[config.mk]
export PLATFORM = sky130hd
export DESIGN_NAME = acquisition_trigger_control
export DESIGN_NICKNAME = d
export VERILOG_FILES = /design/src/acq_trigger_pkg.sv /design/src/acquisition_trigger_control.sv
export SDC_FILE = /design/constraint.sdc
export NUM_CORES = 1
export LEC_CHECK = 0
export BUFFER_PORTS_ARGS = -buffer_cell sky130_fd_sc_hd__buf_4
export CORE_MARGIN = 2
export CORE_UTILIZATION = 48
export DETAILED_ROUTE_END_ITERATION = 7
export GPL_TIMING_DRIVEN = 0
export MAX_ROUTING_LAYER = met4
export PLACE_DENSITY = 0.7
export SETUP_SLACK_MARGIN = 0.3
export SYNTH_ARGS = -nofsm -noshare
export SYNTH_HDL_FRONTEND = slang
export SYNTH_SLANG_ARGS = --single-unit
[constraint.sdc]
create_clock -name clk -period 13.8 [get_ports clk]
set_input_delay 1.38 -clock clk [delete_from_list [all_inputs] [get_ports clk]]
set_output_delay 1.38 -clock clk [all_outputs]
set_load 0.05 [all_outputs]
[src/acq_trigger_pkg.sv]
// package: register map, fields, modes and timing for the acquisition trigger controller
package acq_trigger_pkg;
    // apb register byte offsets
    localparam logic [7:0] OFF_TRIG_SOURCE = 8'h10;
    localparam logic [7:0] OFF_POST_COUNT = 8'h14;
    localparam logic [7:0] OFF_STATUS_CTRL = 8'h18;
    localparam logic [7:0] OFF_ACQ_ENABLE = 8'h1c;
    localparam logic [7:0] OFF_TRIG_LEVEL = 8'h0c;
    localparam logic [7:0] OFF_CHAN_ENABLE = 8'h08;
    localparam logic [7:0] OFF_MODE_CTRL = 8'h04;
    localparam logic [7:0] OFF_SAMPLE_COUNT = 8'h00;
    // trigger source register fields
    localparam int SEL_LSB = 0;
    localparam int POL_BIT = 3;
    localparam int EXT_SEL_BIT = 2;
    // status register fields
    localparam int ST_NOT_FULL = 0;
    localparam int ST_HALF = 1;
    localparam int ST_NOT_EMPTY = 2;
    localparam int ST_COUNT_ZERO = 3;
    localparam int ST_TRIG_SEEN = 4;
    localparam int ST_ACQ = 5;
    // control register fields
    localparam int CTL_CLR_BUF = 0;
    localparam int CTL_CLR_TRIG = 1;
    localparam int MODE_START_BIT = 4;
    // buffer and counter sizes
    localparam int BUF_SAMPLES = 32768;
    localparam int BUF_AW = 15;
    localparam int POST_W = 16;
    localparam int LEVEL_W = 8;
    localparam int CHANNELS = 4;
    // reset values
    localparam logic [3:0] CHAN_EN_RESET = 4'h1;
    localparam logic [15:0] POST_RESET = 16'h0000;
    localparam logic [7:0] LEVEL_RESET = 8'h80;
    // timing
    localparam int CLK_MHZ = 25;
    localparam int START_LATENCY_NS = 350;
    localparam int START_LATENCY_CYC = (START_LATENCY_NS * CLK_MHZ + 999) / 1000;
    localparam int PIPE_CLOCKS = 8;

    typedef enum logic [2:0]
    {
        MODE_SOFT = 3'h0,
        MODE_POST = 3'h1,
        MODE_PRE = 3'h2,
        MODE_MIDDLE = 3'h3,
        MODE_DELAY = 3'h4
    } acq_mode_t;

    typedef enum logic [2:0]
    {
        ST_IDLE = 3'b000,
        ST_ARMED = 3'b001,
        ST_LATENCY = 3'b011,
        ST_RUN = 3'b010,
        ST_COUNT = 3'b110,
        ST_DONE = 3'b111
    } acq_state_t;

    typedef struct packed
    {
        logic valid;
        logic [CHANNELS*LEVEL_W-1:0] data;
    } sample_t;

    typedef struct packed
    {
        logic polarity;
        logic [2:0] select;
    } trig_cfg_t;
endpackage

[src/acquisition_trigger_control.sv]
// trigger detection, acquisition modes, post-trigger counter and buffer write gating
`timescale 1ns/1ps
`default_nettype none
// Functional notes
// [RULE1] post and middle modes start conversion a fixed 350 ns after trigger detection
// [RULE2] polarity 0 selects positive slope, 1 selects negative slope
// [RULE3] positive analog trigger fires on first below-to-above level crossing
// [RULE4] negative analog trigger fires on first above-to-below level crossing
// [RULE5] any of four channels may be the compared trigger signal
// [RULE6] external trigger detects rising or falling edge per polarity
// [RULE7] software mode triggers itself on the start command
// [RULE8] pre mode stores from start and stops at the trigger
// [RULE9] pre mode may give fewer samples, never more than requested
// [RULE10] middle mode counter decrements per sample after trigger, stops at zero
// [RULE11] middle mode acquires before and after trigger
// [RULE12] delay mode decrements preloaded counter per sample after trigger
// [RULE13] delay mode halts counter at zero then acquires
// [RULE14] post mode collects only after analog or external trigger
// [RULE15] sampling clock is a continuous pacer, pipeline needs 8 clocks
// [RULE16] on-board buffer holds 32K samples
// [RULE17] trigger threshold is an 8-bit code
// [RULE18] four single-ended channels, enabled by channel enable register; chanEnable is only stored, all four channels are always written
// [RULE19] post-trigger counter is 16-bit down counter
// [RULE20] writing post count register preloads counter at once
// [RULE21] external trigger ignores trigger level
// [RULE22] writing 1 to clear bit clears trigger-seen flag
// [RULE23] triggers armed only while enabled, flag sticky until cleared
// [RULE24] writes only inside acquisition window, stop when buffer full
module acquisition_trigger_control
(
    // clock and reset
    input wire logic clk,
    input wire logic reset_n,
    // apb slave
    input wire logic psel,
    input wire logic penable,
    input wire logic pwrite,
    input wire logic [7:0] paddr,
    input wire logic [31:0] pwdata,
    output logic [31:0] prdata,
    output logic pready,
    output logic pslverr,
    // converter stream, one strobe per sampling clock edge
    input wire acq_trigger_pkg::sample_t sampleIn,
    input wire logic externalEdgeTrigger,
    // buffer write port
    output logic bufWrite,
    output logic [acq_trigger_pkg::BUF_AW-1:0] bufAddr,
    output logic [31:0] bufData,
    input wire logic bufRead,
    // converter pacer gate
    output logic pacerRun
);
    import acq_trigger_pkg::*;

    logic rstMeta, rstSync;
    always_ff @(posedge clk or negedge reset_n)
    begin
        if (!reset_n)
        begin
            rstMeta <= 1'b0;
            rstSync <= 1'b0;
        end
        else
        begin
            rstMeta <= 1'b1;
            rstSync <= rstMeta;
        end
    end
    wire rstN = rstSync;

    trig_cfg_t trigCfg;
    acq_mode_t mode;
    logic [LEVEL_W-1:0] trigLevel;
    logic [CHANNELS-1:0] chanEnable;
    logic [POST_W-1:0] postCount;
    logic [BUF_AW:0] sampleLimit;
    logic acquisitionEnable;
    logic triggerSeenFlag;
    logic [BUF_AW:0] fill;
    logic [BUF_AW:0] stored;
    acq_state_t state;
    logic [3:0] latency;

    wire wrAcc = psel && penable && pwrite;
    wire rdAcc = psel && penable && !pwrite;
    wire wrPost = wrAcc && paddr == OFF_POST_COUNT;
    wire wrCtl = wrAcc && paddr == OFF_STATUS_CTRL;
    wire wrMode = wrAcc && paddr == OFF_MODE_CTRL;
    wire startCmd = wrMode && pwdata[MODE_START_BIT];
    wire clrTrig = wrCtl && pwdata[CTL_CLR_TRIG];
    wire clrBuf = wrCtl && pwdata[CTL_CLR_BUF];
    // a start write carries the new mode; the mode register only updates on that same edge
    acq_mode_t startMode;
    assign startMode = acq_mode_t'(pwdata[2:0]);
    wire mapped = paddr inside {OFF_TRIG_SOURCE, OFF_POST_COUNT, OFF_STATUS_CTRL,
        OFF_ACQ_ENABLE, OFF_TRIG_LEVEL, OFF_CHAN_ENABLE, OFF_MODE_CTRL, OFF_SAMPLE_COUNT};

    assign pready = 1'b1;
    assign pslverr = psel && penable && !mapped;

    always_ff @(posedge clk or negedge rstN)
    begin
        if (!rstN)
        begin
            trigCfg <= '0;
            mode <= MODE_SOFT;
            trigLevel <= LEVEL_RESET;
            chanEnable <= CHAN_EN_RESET;
            sampleLimit <= '0;
            acquisitionEnable <= 1'b0;
        end
        else if (wrAcc)
        begin
            case (paddr)
                OFF_TRIG_SOURCE: trigCfg <= {pwdata[POL_BIT], pwdata[2:0]}; // RULE2
                OFF_TRIG_LEVEL: trigLevel <= pwdata[LEVEL_W-1:0]; // RULE17
                OFF_CHAN_ENABLE: chanEnable <= pwdata[CHANNELS-1:0]; // RULE18
                OFF_MODE_CTRL: mode <= acq_mode_t'(pwdata[2:0]);
                OFF_SAMPLE_COUNT: sampleLimit <= pwdata[BUF_AW:0];
                OFF_ACQ_ENABLE: acquisitionEnable <= pwdata[0];
                default: ;
            endcase
        end
    end

    // analog compare on the selected channel; level ignored for the external source
    wire [1:0] chSel = trigCfg.select[1:0];
    wire [LEVEL_W-1:0] chSample = sampleIn.data[chSel*LEVEL_W +: LEVEL_W]; // RULE5
    logic aboveNow, abovePrev, abovePrevValid, extPrev;
    assign aboveNow = chSample > trigLevel;
    always_ff @(posedge clk or negedge rstN)
    begin
        if (!rstN)
        begin
            abovePrev <= 1'b0;
            abovePrevValid <= 1'b0;
            extPrev <= 1'b0;
        end
        else
        begin
            extPrev <= externalEdgeTrigger;
            if (sampleIn.valid)
            begin
                abovePrev <= aboveNow;
                abovePrevValid <= state == ST_ARMED;
            end
        end
    end
    wire crossUp = sampleIn.valid && abovePrevValid && !abovePrev && aboveNow; // RULE3
    wire crossDown = sampleIn.valid && abovePrevValid && abovePrev && !aboveNow; // RULE4
    wire extRise = externalEdgeTrigger && !extPrev;
    wire extFall = !externalEdgeTrigger && extPrev;
    logic hwTrigger;
    always_comb
    begin
        if (trigCfg.select[EXT_SEL_BIT])
            hwTrigger = trigCfg.polarity ? extFall : extRise; // RULE6 RULE21
        else
            hwTrigger = trigCfg.polarity ? crossDown : crossUp; // RULE2
    end
    // only the armed state listens, so later crossings are not seen again
    wire trigEvent = acquisitionEnable && state == ST_ARMED && hwTrigger; // RULE23

    wire bufFull = fill == (BUF_AW+1)'(BUF_SAMPLES);
    wire limitHit = stored >= sampleLimit;
    wire sampleSlot = sampleIn.valid && !bufFull && !limitHit;
    wire countZero = postCount == '0;

    always_ff @(posedge clk or negedge rstN)
    begin
        if (!rstN)
        begin
            state <= ST_IDLE;
            latency <= '0;
        end
        else if (!acquisitionEnable)
            state <= ST_IDLE;
        else
        begin
            case (state)
                ST_IDLE:
                    if (startCmd)
                        state <= (startMode == MODE_SOFT) ? ST_RUN : ST_ARMED; // RULE7
                ST_ARMED:
                    if (limitHit)
                        state <= ST_DONE; // RULE9
                    else if (trigEvent)
                    begin
                        latency <= 4'(START_LATENCY_CYC);
                        case (mode)
                            MODE_PRE: state <= ST_DONE; // RULE8
                            MODE_DELAY: state <= ST_COUNT; // RULE12
                            default: state <= ST_LATENCY; // RULE1
                        endcase
                    end
                ST_LATENCY:
                    if (latency <= 4'h1)
                        state <= (mode == MODE_MIDDLE) ? ST_COUNT : ST_RUN; // RULE1 RULE14
                    else
                        latency <= latency - 4'h1;
                ST_COUNT:
                    if (countZero)
                        state <= (mode == MODE_DELAY) ? ST_RUN : ST_DONE; // RULE13 RULE10
                ST_RUN:
                    if (limitHit || bufFull)
                        state <= ST_DONE; // RULE24
                ST_DONE:
                    if (startCmd)
                        state <= (startMode == MODE_SOFT) ? ST_RUN : ST_ARMED; // RULE7
                default: state <= ST_IDLE;
            endcase
        end
    end

    // post-trigger down counter, advanced by sample strobes
    always_ff @(posedge clk or negedge rstN)
    begin
        if (!rstN)
            postCount <= POST_RESET;
        else if (wrPost)
            postCount <= pwdata[POST_W-1:0]; // RULE19 RULE20
        else if (state == ST_COUNT && sampleIn.valid && !countZero)
            postCount <= postCount - 16'h0001; // RULE10 RULE12
    end

    // set wins over a clear in the same cycle
    always_ff @(posedge clk or negedge rstN)
    begin
        if (!rstN)
            triggerSeenFlag <= 1'b0;
        else if (trigEvent || (startCmd && startMode == MODE_SOFT && acquisitionEnable))
            triggerSeenFlag <= 1'b1; // RULE23
        else if (clrTrig)
            triggerSeenFlag <= 1'b0; // RULE22
    end

    // pre-trigger phase stores while armed in pre and middle modes
    wire preWindow = state == ST_ARMED && (mode == MODE_PRE || mode == MODE_MIDDLE); // RULE11
    wire postWindow = state == ST_RUN || (state == ST_COUNT && mode == MODE_MIDDLE); // RULE14
    wire acquiring = preWindow || postWindow;
    wire doWrite = acquiring && sampleSlot; // RULE24

    logic [BUF_AW-1:0] wrPtr;
    always_ff @(posedge clk or negedge rstN)
    begin
        if (!rstN)
        begin
            wrPtr <= '0;
            fill <= '0;
            stored <= '0;
            bufWrite <= 1'b0;
            bufAddr <= '0;
            bufData <= '0;
        end
        else
        begin
            bufWrite <= doWrite;
            if (doWrite)
            begin
                bufAddr <= wrPtr;
                bufData <= sampleIn.data;
                wrPtr <= wrPtr + 1'b1; // RULE16
            end
            if (clrBuf)
                fill <= '0;
            else if (doWrite && !(bufRead && fill != '0))
                fill <= fill + 1'b1;
            else if (!doWrite && bufRead && fill != '0)
                fill <= fill - 1'b1;
            if (startCmd)
                stored <= '0;
            else if (doWrite)
                stored <= stored + 1'b1; // RULE9
        end
    end

    // pacer never single-shots: it runs whenever acquisition is enabled
    assign pacerRun = acquisitionEnable; // RULE15

    always_ff @(posedge clk or negedge rstN)
    begin
        if (!rstN)
            prdata <= '0;
        else if (psel && !penable && !pwrite)
        begin
            case (paddr)
                OFF_STATUS_CTRL: prdata <= {26'h0, acquiring, triggerSeenFlag, countZero,
                    fill != '0, fill >= (BUF_AW+1)'(BUF_SAMPLES/2), !bufFull};
                OFF_POST_COUNT: prdata <= {16'h0, postCount};
                OFF_SAMPLE_COUNT: prdata <= {16'h0, stored};
                OFF_CHAN_ENABLE: prdata <= {28'h0, chanEnable};
                default: prdata <= '0;
            endcase
        end
    end

    // latency wait measured apart from the latency register, so a bad reload shows up
    logic [3:0] latCycles;
    always_ff @(posedge clk or negedge rstN)
    begin
        if (!rstN)
            latCycles <= '0;
        else if (state == ST_LATENCY)
            latCycles <= latCycles + 4'h1;
        else
            latCycles <= '0;
    end
endmodule // acquisition_trigger_control
`default_nettype wire

==> impl.org <==
** Status
- The flow ran to the end, and the final reports show no timing, DRC or antenna violations.

** Power
- Switching power total :: ~460 µW
- Part of the power in the clock network :: roughly a third
- Flop pwr share :: between 40% and 50%
- Dividing total power by cell area gives a power density of 120 mW/mm².
- The internal portion of the total power is around 940 µW.
- Largest vdd supply drop :: 0.0000762 V
- In this run the static leakage power is 5.54 nW.
- Fraction of power spent switching nets :: 32.8%
- Logic pwr share :: 24.4%

** Route
- DRC errors left :: 0
- In the final routed layout, each cell accounts on average for 17.2 µm.
- Vias post-DR :: 7605
- Detailed route wirelength on metal3 :: 1.67 mm
- For this block, the routed nets add up to 23.5 mm of wire.
- For this block, wires on met1 add up to 10.4 mm.
- In the routed layout, each cell is associated on average with a via count of approximately 5.6.
- Signal routing reaches up to met4.
- Detailed routing placed a total of around 11 mm of wire on met2.
- The detail route stage leaves a number of antenna-violating nets equal to 0.
- First-pass iteration count of the detailed router :: 5
- In this run, the number of DRC markers left after iteration 0 of detailed routing was 441.

** STA
- The final critical path takes up 39.9% of the cycle.
- WHS :: 0.370 ns
- Max-slew headroom at the worst pin :: 18.7%
- Post-layout min period :: 5.50 ns
- Final TNS setup :: 0 ns
- Setup violations remaining at the end of the flow were counted as 0.
- Between clock sinks in the finished design, the worst skew comes to 0.0162 ns.
- Based on the critical path, the design can be clocked at up to between 0.15 and 0.2 GHz.
- Hold Violations, Final :: 0
- The final-report max-slew violation count came to 0.
- Setup repair after global routing left no endpoint under its margin.
- At the pin with the least slew margin, the transition time is about 1.2 ns.

** Placement
- Routability-driven placement finished with a final weighted congestion of 0.911.
- Count of placed standard cells including taps :: 1336
- Total of buffers placed on input and output ports :: 127
- The HPWL after detailed placement is roughly 17 mm.
- Area post-placement :: 0.0111 mm²

** Global route
- Wire length of the first global-routing pass :: 38.9 mm
- GRT Resource Usage Total :: 23.3%
- Entering global routing, the biggest net connects 68 pins.
- Via count of the first global-routing pass :: 7616
- Overflow left after global routing :: 0
- Initial antenna violation count :: 0

** Layout
- The sequential cells in the finished layout cover a total of 0.00441 mm².
- After filler insertion, the fill cell instance count of the layout stands at around 1700.
- Synthesis-to-layout area growth :: 20.6%
- In the final layout, the multi-input gates occupy about 0.0048 mm².
- Summing all non-filler instances in the final layout gives an area of approximately 0.012 mm².
- Excluding fillers, the count of instances in the completed layout stands at 1368.
- Cells with a size suffix above 1 make up 28.5% of the layout.
- The number of antenna diodes in the final layout is 0.
- Total number of nets in the final design :: 1216
- The top cell types in the final layout, fill and taps aside, are sky130_fd_sc_hd__dfrtp_1 (173), sky130_fd_sc_hd__buf_4 (144), sky130_fd_sc_hd__mux2_2 (88), sky130_fd_sc_hd__nor2_1 (67), sky130_fd_sc_hd__nand2_1 (66).
- Leaving out fill and tap cells, the most frequent cell in the layout is sky130_fd_sc_hd__dfrtp_1.

** Setup path
- Crit path required time :: between 10 and 15 ns
- Of all nets on the critical path, the largest fanout is 26.
- The critical path is of the reg2reg type.
- At the worst endpoint, the arrival time is just under 6 ns.
- The worst setup path is launched from a flip-flop.
- For the worst flop-to-flop path, the logic depth is 16.
- Endpoint type of the worst setup path :: flip-flop

** CTS
- After clock tree synthesis, the flow added hold-fix buffers numbering 0.
- Root Buffer Master :: sky130_fd_sc_hd__clkbuf_16
- Number of post-CTS setup repair buffers :: 0
- The clock passes through at most 2 buffers.
- The number of clock buffers added by TritonCTS is 17.
- Clock input transition at the sequential cells of the worst setup and hold paths :: 0.08 ns
- Clock tree from TritonCTS :: done
- CTS built an H-tree with a depth of 4.
- Num Clock Sinks :: 176
- Post-cts sizing count :: 0
- Clock insertion delay at the later pin of the skew report :: 0.44 ns

** Synthesis
- Averaged over all synthesized cells, the footprint is about 10 µm².
- Number of synthesized flops with an enable pin :: 0
- Synth area leaders :: sky130_fd_sc_hd__dfrtp_1 (45%), sky130_fd_sc_hd__mux2_2 (10%), sky130_fd_sc_hd__ha_1 (5.8%)
- The cell area that synthesis handed to floorplanning was between 0.009 and 0.01 mm².
- Dominant synthesized flop cell :: sky130_fd_sc_hd__dfrtp_1
- Of the post-synthesis cell area, the dominant cell type holds 44.9%.
- Total of warnings raised by yosys :: 0
- Yosys top cell by area :: sky130_fd_sc_hd__dfrtp_1
- Fraction of registers with async set/reset :: 100%
- The synthesized design contains 176 register bits.
- After technology mapping, the gate count stands at 926.
- The number of different library cells used by synthesis comes to 77.
- Share of synthesized area occupied by flip-flops and latches :: about 45%

** Floorplan
- Area inside the core boundary :: just under 0.02 mm²
- Effective utilization at floorplan :: 49.3%
- FP Rows :: 51
- Vertical extent of the die :: ~150 µm
- In this run the horizontal extent of the chip is 146 µm.
- 163 I/O pins were placed.
- Area of the die :: 0.0213 mm²

** Hold path
- Worst hold stages :: 0
- Type of the tightest min-delay check :: reg2reg

** Run
- Max-cap violations in this run came to 0.
[flip-flops by register name, summed over array words and instances, names as in the netlist, 2 cells and up]
| signal | cells |
|---|---|
| fill | 16 |
| bufAddr | 15 |
| wrPtr | 15 |
| trigCfg | 2 |
| chSel | 2 |
| trigLevel | 8 |
| state | 3 |
| stored | 16 |
| sampleLimit | 16 |
| postCount | 16 |
| latency | 4 |
| prdata | 16 |
| mode | 3 |
| chanEnable | 4 |
| bufData | 32 |
[cells in the mapped netlist, types with 7 or more instances]
cell type / instances
sky130_fd_sc_hd__nor4_1: 16
sky130_fd_sc_hd__and3_1: 8
sky130_fd_sc_hd__xnor2_1: 29
sky130_fd_sc_hd__buf_4: 17
sky130_fd_sc_hd__a21oi_1: 62
sky130_fd_sc_hd__a21o_1: 7
sky130_fd_sc_hd__or3_1: 15
sky130_fd_sc_hd__ha_1: 45
sky130_fd_sc_hd__nand4_1: 16
sky130_fd_sc_hd__inv_1: 44
sky130_fd_sc_hd__clkbuf_1: 23
sky130_fd_sc_hd__nand3_1: 31
sky130_fd_sc_hd__and2_1: 8
sky130_fd_sc_hd__o21ai_0: 37
sky130_fd_sc_hd__mux2_2: 88
sky130_fd_sc_hd__dfrtp_1: 174
sky130_fd_sc_hd__nand2_1: 66
sky130_fd_sc_hd__xor2_1: 16
sky130_fd_sc_hd__nor3_1: 20
sky130_fd_sc_hd__a221oi_1: 10
sky130_fd_sc_hd__mux4_2: 8
sky130_fd_sc_hd__nor2_1: 67
[worst paths after layout]
path / end / slack (ns) / startpoint
max: fill[15] / 8.30 / stored[9]
min: rstN / 0.37 / rstMeta
max reg2reg: fill[15] / 8.30 / stored[9]
min reg2reg: rstN / 0.37 / rstMeta
max in group asynchronous: trigLevel[7] / 12.27 / rstN
min in group asynchronous: fill[5] / 0.40 / rstN
[critical path, cell delays in order (launching register included)]
cell and delay [ns]:
sky130_fd_sc_hd__dfrtp_1 0.47, sky130_fd_sc_hd__ha_1 0.34, sky130_fd_sc_hd__a21oi_1 0.15, sky130_fd_sc_hd__o21ai_0 0.18, sky130_fd_sc_hd__a221oi_2 0.44, sky130_fd_sc_hd__o211ai_1 0.29
sky130_fd_sc_hd__nor3_2 0.47, sky130_fd_sc_hd__inv_2 0.17, sky130_fd_sc_hd__clkbuf_1 0.55, sky130_fd_sc_hd__ha_1 0.59, sky130_fd_sc_hd__a21oi_1 0.20, sky130_fd_sc_hd__o21ai_0 0.12
sky130_fd_sc_hd__or3_1 0.33, sky130_fd_sc_hd__o211ai_1 0.34, sky130_fd_sc_hd__o21ai_0 0.20, sky130_fd_sc_hd__mux2i_1 0.20, sky130_fd_sc_hd__mux2_2 0.35
[per-stage QoR]
stage / total power [mW] / worst slack, ns / utilization, %
2_1_floorplan: 0.843 / 8.54 / -
3_3_place_gp: 0.918 / 6.36 / 56.1
3_5_place_dp: 0.928 / 8.43 / 56.4
4_1_cts: 1.41 / 8.34 / 59.5
5_1_grt: 1.48 / 7.83 / 59.5
6_report: 1.40 / 8.30 / 59.5
[metal layers]
metal | vias to the layer above | global-route usage [%]
met5 | - | -
met2 | 249 | 37.3
li1 | 3648 | -
met1 | 3679 | 29.5
met3 | 29 | 6.53
met4 | 0 | 5.58
[power by group through the flow]
stage | logic, mW | registers, mW | clock network, mW
2_1_floorplan | 0.242 | 0.601 | 0
3_3_place_gp | 0.323 | 0.595 | 0
3_5_place_dp | 0.339 | 0.588 | 0
4_1_cts | 0.342 | 0.579 | 0.490
5_1_grt | 0.384 | 0.584 | 0.515
6_report | 0.342 | 0.578 | 0.482
[layout make-up]
type | instances | area share (%)
Multi-Input combinational cell | 667 | 41.5
Sequential cell | 176 | 37.7
Timing Repair Buffer | 129 | 8.63
Clock buffer | 17 | 3.64
Tap cell | 265 | 2.84
Buffer | 54 | 2.81
Clock inverter | 15 | 1.45
Inverter | 45 | 1.45
[logic make-up (layout without fill, tap and decap cells)]
group           Yosys count  in the layout  synth area share, %
compound gates          171            171                 11.5
xor+xnor                 45             45                 4.07
buf+inv                  99            260                 5.13
other cells               2             18               0.0775
simple gates            287            287                 15.3
mux                     100            100                 12.5
fa+ha+maj                46             46                 6.02
flops                   176            176                 45.5
No activity file was read; power rests on OpenSTA's default activity.
